**config.mk**
```make
export PLATFORM = sky130hd
export DESIGN_NAME = msi_core
export DESIGN_NICKNAME = d
export VERILOG_FILES = /design/src/rtl/msi_pkg.sv /design/src/rtl/msi_rst_if.sv /design/src/rtl/msi_core.sv /design/src/rtl/msi_rst_filter.sv
export SDC_FILE = /design/constraint.sdc
export NUM_CORES = 1
export LEC_CHECK = 0
export BUFFER_PORTS_ARGS = -buffer_cell sky130_fd_sc_hd__buf_2
export CAP_MARGIN = 20
export CORE_MARGIN = 2
export CORE_UTILIZATION = 50
export DETAILED_ROUTE_END_ITERATION = 7
export GPL_TIMING_DRIVEN = 0
export PLACE_DENSITY = 0.71
export SETUP_SLACK_MARGIN = 0.5
export SKIP_CTS_REPAIR_TIMING = 1
export SLEW_MARGIN = 20
export SYNTH_ARGS = -nofsm -noshare
export SYNTH_HDL_FRONTEND = slang
export SYNTH_SLANG_ARGS = --single-unit
export TNS_END_PERCENT = 100
```
**constraint.sdc**
```tcl
create_clock -name pclk -period 2.1 [get_ports pclk]
set_input_delay 0.105 -clock pclk [delete_from_list [all_inputs] [get_ports pclk]]
set_output_delay 0.105 -clock pclk [all_outputs]
set_load 0.01 [all_outputs]
```
**src/rtl/msi_pkg.sv**
```systemverilog
/*
 Constants for the module status and interrupt block: register indexes,
 field positions, reset values and timing counts.
 Assumes a 100 MHz management clock; register byte address is four times
 the index.
*/
package msi_pkg;
    // ==========================================================
    // Clock and timing
    // ==========================================================
    localparam int CLK_MHZ        = 100;
    localparam int RESET_MIN_US   = 2;
    localparam int RESET_MIN_CYC  = RESET_MIN_US * CLK_MHZ;
    localparam int INIT_MAX_MS    = 2000;
    localparam int INIT_MAX_CYC   = INIT_MAX_MS * 1000 * CLK_MHZ;
    // ==========================================================
    // Flag and mask areas
    // ==========================================================
    localparam int NBYTE          = 15;
    localparam int ADDR_W         = 12;
    localparam logic [7:0] FLAG_IDX0  = 8'h03;
    localparam logic [7:0] FLAG_LAST  = 8'h11;
    localparam logic [7:0] MASK_IDX0  = 8'h66;
    localparam logic [7:0] MASK_LAST  = 8'h74;
    localparam logic [7:0] MASK_RST   = 8'h00;
    // ==========================================================
    // Own registers
    // ==========================================================
    localparam logic [7:0] STAT_IDX   = 8'h12;
    localparam logic [7:0] LOS_IDX    = 8'h13;
    localparam logic [7:0] CTRL_IDX   = 8'h56;
    localparam logic [7:0] RATE_IDX   = 8'h57;
    localparam logic [7:0] IST_IDX    = 8'h75;
    localparam logic [7:0] IMSK_IDX   = 8'h76;
    localparam int LOS_BYTE       = 0;
    localparam int CTRL_FAST      = 0;
    localparam int STAT_INIT      = 0;
    localparam logic [7:0] RATE_RST   = 8'h00;
    // Event bits of the sticky interrupt status register.
    localparam int IRQ_W          = 3;
    localparam int EV_INIT_DONE   = 0;
    localparam int EV_MOD_RESET   = 1;
    localparam int EV_NEW_FLAG    = 2;
endpackage : msi_pkg

```
**src/rtl/msi_rst_if.sv**
```systemverilog
/*
 Carrier from the module reset filter to the status core.
 Assumes both ends run on pclk.
*/
`timescale 1ns/1ps
interface msi_rst_if;
    logic held;
    logic valid_rise;
    modport src (output held, output valid_rise);
    modport snk (input held, input valid_rise);
endinterface : msi_rst_if

```
**src/rtl/msi_core.sv**
```systemverilog
/*
 Module status and interrupt core: flag latching with clear on read,
 masks, interrupt pin, management init window and rate select.
 Assumes an APB master on pclk and flag conditions arriving
 asynchronously from the optical front end.
*/
// What this block does
// - finish init within 2000 ms
// - pull interrupt low within 200 ms
// - release interrupt within 500 us after read
// - latch receive loss, interrupt within 100 ms
// - fast mode clears loss status in 3 ms
// - latch transmit fault, interrupt within 200 ms
// - latch other flags, interrupt within 200 ms
// - set mask stops interrupt within 100 ms
// - cleared mask resumes interrupt within 100 ms
// - apply rate select within 100 ms
// - fifteen read-only flags, fifteen mask bytes
`timescale 1ns/1ps
module msi_core
    import msi_pkg::*;
#(
    parameter int INIT_CYCLES = INIT_MAX_CYC
)(
    // Clock and reset
    input  wire logic                  pclk,
    input  wire logic                  presetn,
    // APB slave
    input  wire logic [ADDR_W-1:0]     paddr,
    input  wire logic                  psel,
    input  wire logic                  penable,
    input  wire logic                  pwrite,
    input  wire logic [31:0]           pwdata,
    output logic      [31:0]           prdata,
    output logic                       pready,
    output logic                       pslverr,
    // Module pins
    input  wire logic                  module_reset_n,
    output logic                       interrupt_out_n,
    // Front end
    input  wire logic [NBYTE*8-1:0]    cond_in,
    output logic                       management_init_state,
    output logic      [7:0]            rate_sel,
    output logic                       fast_mode,
    // System interrupt
    output logic                       irq
);
    localparam int IW = $clog2(INIT_CYCLES + 1);
    initial
    begin
        if (INIT_CYCLES < 1 || INIT_CYCLES > INIT_MAX_CYC)
            $error("INIT_CYCLES out of range");
    end

    typedef logic [NBYTE-1:0][7:0] msi_bytes_t;

    typedef struct packed {
        msi_bytes_t     s1;
        msi_bytes_t     s2;
        msi_bytes_t     flag;
        msi_bytes_t     mask;
        logic [IW-1:0]  icnt;
        logic           init;
        logic           int_n;
        logic           fast;
        logic [7:0]     rate;
        logic [IRQ_W-1:0] ist;
        logic [IRQ_W-1:0] imsk;
        logic [7:0]     rdata;
        logic           err;
    } msi_core_st_t;

    msi_core_st_t st_reg;
    msi_core_st_t st_next;

    msi_rst_if rst_c ();

    msi_rst_filter #(
        .MIN_CYC (RESET_MIN_CYC)
    ) u_rst_filter (
        .pclk           (pclk),
        .presetn        (presetn),
        .module_reset_n (module_reset_n),
        .rst            (rst_c.src)
    );

    // ==========================================================
    // Address decode
    // ==========================================================
    logic [7:0] idx;
    logic       hi_ok;
    logic       is_flag;
    logic       is_mask;
    logic [7:0] fi;
    logic [7:0] mi;
    logic       setup;
    logic       wr_acc;
    logic       rd_acc;
    logic [IRQ_W-1:0] ev;
    logic [IRQ_W-1:0] w1c;

    assign idx     = paddr[9:2];
    assign hi_ok   = (paddr[ADDR_W-1:10] == '0) & (paddr[1:0] == 2'h0);
    assign is_flag = hi_ok & (idx >= FLAG_IDX0) & (idx <= FLAG_LAST);
    assign is_mask = hi_ok & (idx >= MASK_IDX0) & (idx <= MASK_LAST);
    assign fi      = idx - FLAG_IDX0;
    assign mi      = idx - MASK_IDX0;
    assign setup   = psel & ~penable;
    assign wr_acc  = psel & penable & pwrite & ~st_reg.err;
    assign rd_acc  = psel & penable & ~pwrite & ~st_reg.err;

    // ==========================================================
    // Next state
    // ==========================================================
    always_comb
    begin
        st_next    = st_reg;
        st_next.s1 = cond_in;
        st_next.s2 = st_reg.s1;
        ev         = '0;
        w1c        = '0;

        // Read data and error are prepared in the setup cycle so that
        // prdata comes from a flip-flop with no wait state.
        if (setup)
        begin
            st_next.rdata = 8'h00;
            st_next.err   = 1'b0;
            if (is_flag)
            begin
                st_next.rdata = st_reg.flag[fi[3:0]];
                st_next.err   = pwrite;
            end
            else if (is_mask)
                st_next.rdata = st_reg.mask[mi[3:0]];
            else if (hi_ok && idx == STAT_IDX)
            begin
                st_next.rdata[STAT_INIT] = st_reg.init;
                st_next.err = pwrite;
            end
            else if (hi_ok && idx == LOS_IDX)
            begin
                st_next.rdata = st_reg.s2[LOS_BYTE];
                st_next.err   = pwrite;
            end
            else if (hi_ok && idx == CTRL_IDX)
                st_next.rdata[CTRL_FAST] = st_reg.fast;
            else if (hi_ok && idx == RATE_IDX)
                st_next.rdata = st_reg.rate;
            else if (hi_ok && idx == IST_IDX)
                st_next.rdata[IRQ_W-1:0] = st_reg.ist;
            else if (hi_ok && idx == IMSK_IDX)
                st_next.rdata[IRQ_W-1:0] = st_reg.imsk;
            else
                st_next.err = 1'b1;
        end

        // Software writes.
        if (wr_acc)
        begin
            if (is_mask)
                st_next.mask[mi[3:0]] = pwdata[7:0];
            if (hi_ok && idx == CTRL_IDX)
                st_next.fast = pwdata[CTRL_FAST];
            if (hi_ok && idx == RATE_IDX)
                st_next.rate = pwdata[7:0];
            if (hi_ok && idx == IST_IDX)
                w1c = pwdata[IRQ_W-1:0];
            if (hi_ok && idx == IMSK_IDX)
                st_next.imsk = pwdata[IRQ_W-1:0];
        end

        for (int b = 0; b < NBYTE; b++)
        begin
            // latch raised conditions
            // A condition present in the clearing cycle wins.
            if (rd_acc && is_flag && fi == 8'(b))
                st_next.flag[b] = st_reg.s2[b];
            else
                st_next.flag[b] = st_reg.flag[b] | st_reg.s2[b];
        end
        if (st_reg.init)
            st_next.flag = '0;
        else
            ev[EV_NEW_FLAG] = |(st_reg.s2 & ~st_reg.flag);

        if (rst_c.held)
        begin
            st_next.init = 1'b1;
            st_next.icnt = '0;
            st_next.mask = '{default: MASK_RST};
            st_next.rate = RATE_RST;
            st_next.fast = 1'b0;
        end
        else if (st_reg.init)
        begin
            st_next.icnt = st_reg.icnt + IW'(1);
            if (st_reg.icnt == IW'(INIT_CYCLES - 1))
            begin
                st_next.init = 1'b0;
                ev[EV_INIT_DONE] = 1'b1;
            end
        end
        ev[EV_MOD_RESET] = rst_c.valid_rise;

        st_next.int_n = st_reg.init | ~|(st_reg.flag & ~st_reg.mask);

        // Sticky events; a new event beats a clear in the same cycle.
        st_next.ist = (st_reg.ist & ~w1c) | ev;
    end

    always_ff @(posedge pclk or negedge presetn)
    begin
        if (!presetn)
        begin
            st_reg       <= '0;
            st_reg.init  <= 1'b1;
            st_reg.int_n <= 1'b1;
            st_reg.mask  <= '{default: MASK_RST};
            st_reg.rate  <= RATE_RST;
        end
        else
            st_reg <= st_next;
    end

    // ==========================================================
    // Outputs
    // ==========================================================
    assign prdata                = {24'h000000, st_reg.rdata};
    assign pready                = 1'b1;
    assign pslverr               = psel & penable & st_reg.err;
    assign interrupt_out_n       = st_reg.int_n;
    assign management_init_state = st_reg.init;
    assign rate_sel              = st_reg.rate;
    assign fast_mode             = st_reg.fast;
    assign irq                   = |(st_reg.ist & ~st_reg.imsk);

    // ==========================================================
    // Checks
    // ==========================================================
    logic [7:0] fi_q;
    always_ff @(posedge pclk or negedge presetn)
    begin
        if (!presetn)
            fi_q <= 8'h00;
        else
            fi_q <= fi;
    end
endmodule : msi_core

```
**src/rtl/msi_rst_filter.sv**
```systemverilog
/*
 Module reset pin filter: synchronises the active-low reset pin, measures
 its low time and reports a valid reset request.
 Assumes the pin idles high and is asynchronous to pclk.
*/
`timescale 1ns/1ps
module msi_rst_filter
    import msi_pkg::*;
#(
    parameter int MIN_CYC = RESET_MIN_CYC
)(
    // Clock and reset
    input  wire logic pclk,
    input  wire logic presetn,
    // Pin and carrier
    input  wire logic module_reset_n,
    msi_rst_if.src    rst
);
    localparam int CW = $clog2(MIN_CYC + 1);
    initial
    begin
        if (MIN_CYC < 1) $error("MIN_CYC must be at least one");
    end

    typedef struct packed {
        logic          s1;
        logic          s2;
        logic          prev;
        logic [CW-1:0] cnt;
        logic          rise;
    } msi_flt_st_t;

    msi_flt_st_t st_reg;
    msi_flt_st_t st_next;

    // ==========================================================
    // Low-time counter
    // ==========================================================
    always_comb
    begin
        st_next      = st_reg;
        st_next.s1   = module_reset_n;
        st_next.s2   = st_reg.s1;
        st_next.prev = st_reg.s2;
        if (st_reg.s2)
            st_next.cnt = '0;
        else if (st_reg.cnt != CW'(MIN_CYC))
            st_next.cnt = st_reg.cnt + CW'(1);
        st_next.rise = st_reg.s2 & ~st_reg.prev
                     & (st_reg.cnt == CW'(MIN_CYC));
    end

    always_ff @(posedge pclk or negedge presetn)
    begin
        if (!presetn)
            st_reg <= '{s1: 1'b1, s2: 1'b1, prev: 1'b1, cnt: '0,
                        rise: 1'b0};
        else
            st_reg <= st_next;
    end

    // Shorter glitches are ignored, so noise on the pin cannot reset.
    assign rst.held       = ~st_reg.s2 & (st_reg.cnt == CW'(MIN_CYC));
    assign rst.valid_rise = st_reg.rise;
endmodule : msi_rst_filter

```
==> qor.txt <==
STATUS
--------------------------------------------------------------------------------------------------
Result of the run ................................................................... finished with violations
Violations in the final reports ..................................................... hold timing, setup timing

PWR
--------------------------------------------------------------------------------------------------
Design internal power ...............................................................    0.01764 W
Switching part of the total power ...................................................       0.2423
Clock Power Share ...................................................................        0.459
Power Density ....................................................................... 738.3 nW/um^2
Part of the total power dissipated in combinational logic ...........................        0.069
Sequential share of power ...........................................................        0.471
Largest voltage drop on the vdd net .................................................  0.0008843 V
Leakage power summed over all cells .................................................     14.49 nW
NetSw ...............................................................................   0.005640 W

SYNTHESIS
--------------------------------------------------------------------------------------------------
Post-synth design cell area .........................................................   23340 um^2
Cells after Synth ...................................................................         2022
Synth unique cells ..................................................................           74
Yosys warnings ......................................................................            0
Commonest register cell after synthesis ............................................. sky130_fd_sc_hd__dfrtp_1
Count of state elements after synthesis .............................................          546
Mapped Avg Cell Area ................................................................   11.54 um^2
Asr flop ratio synth ................................................................        1.000
Sequential-to-total area share from yosys stat ......................................       0.5856
Post-synth EDFFs ....................................................................            0

LAYOUT
--------------------------------------------------------------------------------------------------
Number of antenna cells inserted ....................................................            0
Final std cell area, no fill ........................................................   31530 um^2
Multi-input logic area ..............................................................    9692 um^2
Number of flip-flops in the largest register ........................................          395
Sequential cell area ................................................................   13700 um^2
Fill cell total of the finished layout ..............................................         3277
Fin nets ............................................................................         2667
Fraction of layout cells with a size suffix above 1 .................................       0.3135
Area growth syn-to-layout ...........................................................       35.08%

STA
--------------------------------------------------------------------------------------------------
Layout Skew .........................................................................   0.03377 ns
Tcrit/Tclk final ....................................................................        1.159
Crit path time final ................................................................     2.433 ns
Final slew viol count ...............................................................            0
TNS Setup ...........................................................................   -0.9280 ns
Number of endpoints with negative hold slack in the final report ....................          273
Slew of the pin with the lowest slew margin .........................................    0.9435 ns
Final setup slack of the worst path .................................................   -0.3334 ns
Worst rel slew slack ................................................................       0.3710
# setup viols final .................................................................            8
Final worst hold slack ..............................................................   -0.6103 ns
Max Freq ............................................................................    410.9 MHz
RSZ-0062 raised after global routing ................................................         true

DIE
--------------------------------------------------------------------------------------------------
Die height ..........................................................................     220.1 um
Total die area ......................................................................   48430 um^2
Initial core utilization ............................................................       0.5035
Site row count ......................................................................           79
IO Count ............................................................................          216
Core ar. ............................................................................   46360 um^2
Die X ...............................................................................     220.1 um

DRT
--------------------------------------------------------------------------------------------------
Vias after detailed routing .........................................................        19505
Routed via count divided by cell count ..............................................        6.212
Routed WL ...........................................................................     97.37 mm
Initial DRT Pass Iterations .........................................................            6
Drc violations ......................................................................            0
Initial DRC count ...................................................................         2650
DR WL/cell ..........................................................................     31.01 um
Number of antenna-violating nets in the routed design ...............................            0

PLACEMENT
--------------------------------------------------------------------------------------------------
# port buffers ......................................................................          157
Detailed placer's ending HPWL .......................................................     70.46 mm
RePlAce Congestion ..................................................................        1.032
Placed cell areas ...................................................................   25390 um^2
Setup Slack @ Placement .............................................................    -1.316 ns

WORST SETUP PATH
--------------------------------------------------------------------------------------------------
Startpoint of the worst register-to-register path ...................................  st_reg[207]
Ordered list of cells on the worst path ............................................. inv_1 -> a2111o_1 -> a2111oi_4 -> nand4_1 -> nor4_4 -> o2bb2ai_1
Register-to-Register Path Depth .....................................................            6
Endpoint of the lowest-slack register-to-register path ..............................   st_reg[14]
Worst reg2reg setup slack ...........................................................     -0.33 ns
Delay of the slowest cell on the worst path .........................................      0.50 ns
Type of destination of the critical path ............................................         flop
Slowest stage cell, crit path ....................................................... sky130_fd_sc_hd__nor4_4
Critical path's top delay family .................................................... simple AND/OR/NAND/NOR gates
Worst EP arrival ....................................................................      2.90 ns
Data required time of the worst path ................................................      2.57 ns
Worst-path fanout max ...............................................................            3
Startpoint kind of the worst setup timing path ......................................         flop
Path type of the worst setup path ...................................................      reg2reg
Combined buffer and inverter count along the critical path ..........................            1

GRT
--------------------------------------------------------------------------------------------------
Initial antenna violation count .....................................................            5
Number of global-route vias before repair ...........................................        17455
GRT overflow ........................................................................            0
Largest net degree at the start of global routing ...................................          102
First-pass GRT wire length ..........................................................     127.4 mm
Gr usage total ......................................................................       0.3805

FLOW RUN
--------------------------------------------------------------------------------------------------
Max-cap viol count ..................................................................            0

CTS
--------------------------------------------------------------------------------------------------
Clock sinks .........................................................................          546
Clock transition time at the flip-flop clock pins of the worst setup and hold paths .      0.06 ns
Clock tree from TritonCTS ...........................................................         done
Longest Clk Path Bufs ...............................................................            3
H-tree depth ........................................................................            2
Number of buffers created by CTS ....................................................           55
Clock latency on the worst-skew pair ................................................      0.65 ns
Cell at the root of the clock tree .................................................. sky130_fd_sc_hd__clkbuf_16

HOLD PATH
--------------------------------------------------------------------------------------------------
HP Class ............................................................................     in2async

per-layer routing:
layer / track usage / wire length [um]
met2: 0.5723 / 43080
met4: 0.1546 / 5575
met5: 0 / 28
met1: 0.5362 / 39030
met3: 0.08640 / 9657
cell usage after synthesis, drive strengths merged, types with 11 or more instances:
cell type,count,area (um^2)
nor2b,49,306.5
nor3,28,188.9
a2111oi,12,105.1
dfrtp,541,13540
nand4,29,212.7
inv,142,533.0
nand2,99,374.1
nor2,255,959.7
a22o,23,201.4
a211oi,19,142.6
a31oi,36,240.2
xnor2,14,122.6
nand3,28,155.2
and3,15,93.84
buf,97,648.1
o21ai,19,95.09
nor4,13,81.33
a221oi,11,96.34
xor2,23,201.4
o22ai,59,375.4
a21oi,117,589.3
clkbuf,55,206.5
mux4,53,1194
a22oi,17,127.6
mux2i,115,1151
o21a,35,262.8
kinds of logic after synthesis:
| family | Yosys count | share of synthesized area |
|---|---|---|
| simple gates | 563 | 0.1169 |
| flops | 546 | 0.5856 |
| compound gates | 392 | 0.1132 |
| buf+inv | 294 | 0.05944 |
| mux | 178 | 0.1053 |
| xor+xnor | 37 | 0.01388 |
| fa+ha+maj | 10 | 0.005360 |
| other cells | 2 | 0.0003217 |
power groups by stage:
stage	clock, W	combinational, W	sequential (W)
finish	0.0107	0.00161	0.0110
global route	0.0112	0.00172	0.0110
CTS	0.0108	0.00120	0.0110
detailed placement	0	0.00120	0.0111
global placement	0	0.00114	0.0112
floorplan	0	0.000574	0.0110
how the worst max path moves through the flow:
| stage | slack [ns] | endpoint | start | depth (start not counted) |
|---|---|---|---|---|
| floorplan | -0.27 | st_reg[79] | paddr[2] | 15 |
| CTS | -0.93 | st_reg[14] | st_reg[264] | 6 |
| finish | -0.33 | st_reg[14] | st_reg[207] | 6 |
| detailed placement | -1.32 | st_reg[187] | paddr[4] | 10 |
| global route | -0.34 | st_reg[50] | management_init_state | 8 |
| global placement | -9.77 | st_reg[41] | presetn | 1 |
area by class of cell:
| type | instances | area share |
|---|---|---|
| inverters | 142 | 0.01754 |
| well taps | 607 | 0.02409 |
| clock buffers | 68 | 0.04806 |
| multi-input cells | 1205 | 0.3074 |
| flip-flops and latches | 546 | 0.4345 |
| repair buffers | 385 | 0.1086 |
| plain buffers | 152 | 0.04476 |
| clock inverters | 35 | 0.01504 |
through the flow:
stage | std cells | util | power [W]
after floorplan | 2045 | - | 0.01162
after global placement | 2809 | 0.5437 | 0.01229
after detailed placement | 2815 | 0.5476 | 0.01235
after CTS | 2918 | 0.5905 | 0.02292
after global routing | 3140 | 0.6801 | 0.02395
final | 3140 | 0.6801 | 0.02328
layout by cell type, fill, tap and decap left out, types with 35 or more instances in the layout:
master	count
sky130_fd_sc_hd__a21oi_1	97
sky130_fd_sc_hd__a31oi_1	35
sky130_fd_sc_hd__buf_2	165
sky130_fd_sc_hd__buf_4	93
sky130_fd_sc_hd__buf_6	37
sky130_fd_sc_hd__clkbuf_16	67
sky130_fd_sc_hd__dfrtp_1	516
sky130_fd_sc_hd__dlygate4sd3_1	127
sky130_fd_sc_hd__inv_1	127
sky130_fd_sc_hd__mux2i_1	104
sky130_fd_sc_hd__mux4_2	53
sky130_fd_sc_hd__nand2_1	87
sky130_fd_sc_hd__nor2_1	183
sky130_fd_sc_hd__nor2_4	58
sky130_fd_sc_hd__nor2b_1	43
sky130_fd_sc_hd__o21a_1	35
sky130_fd_sc_hd__o22ai_1	57
No activity file was read; power rests on OpenSTA's default activity.
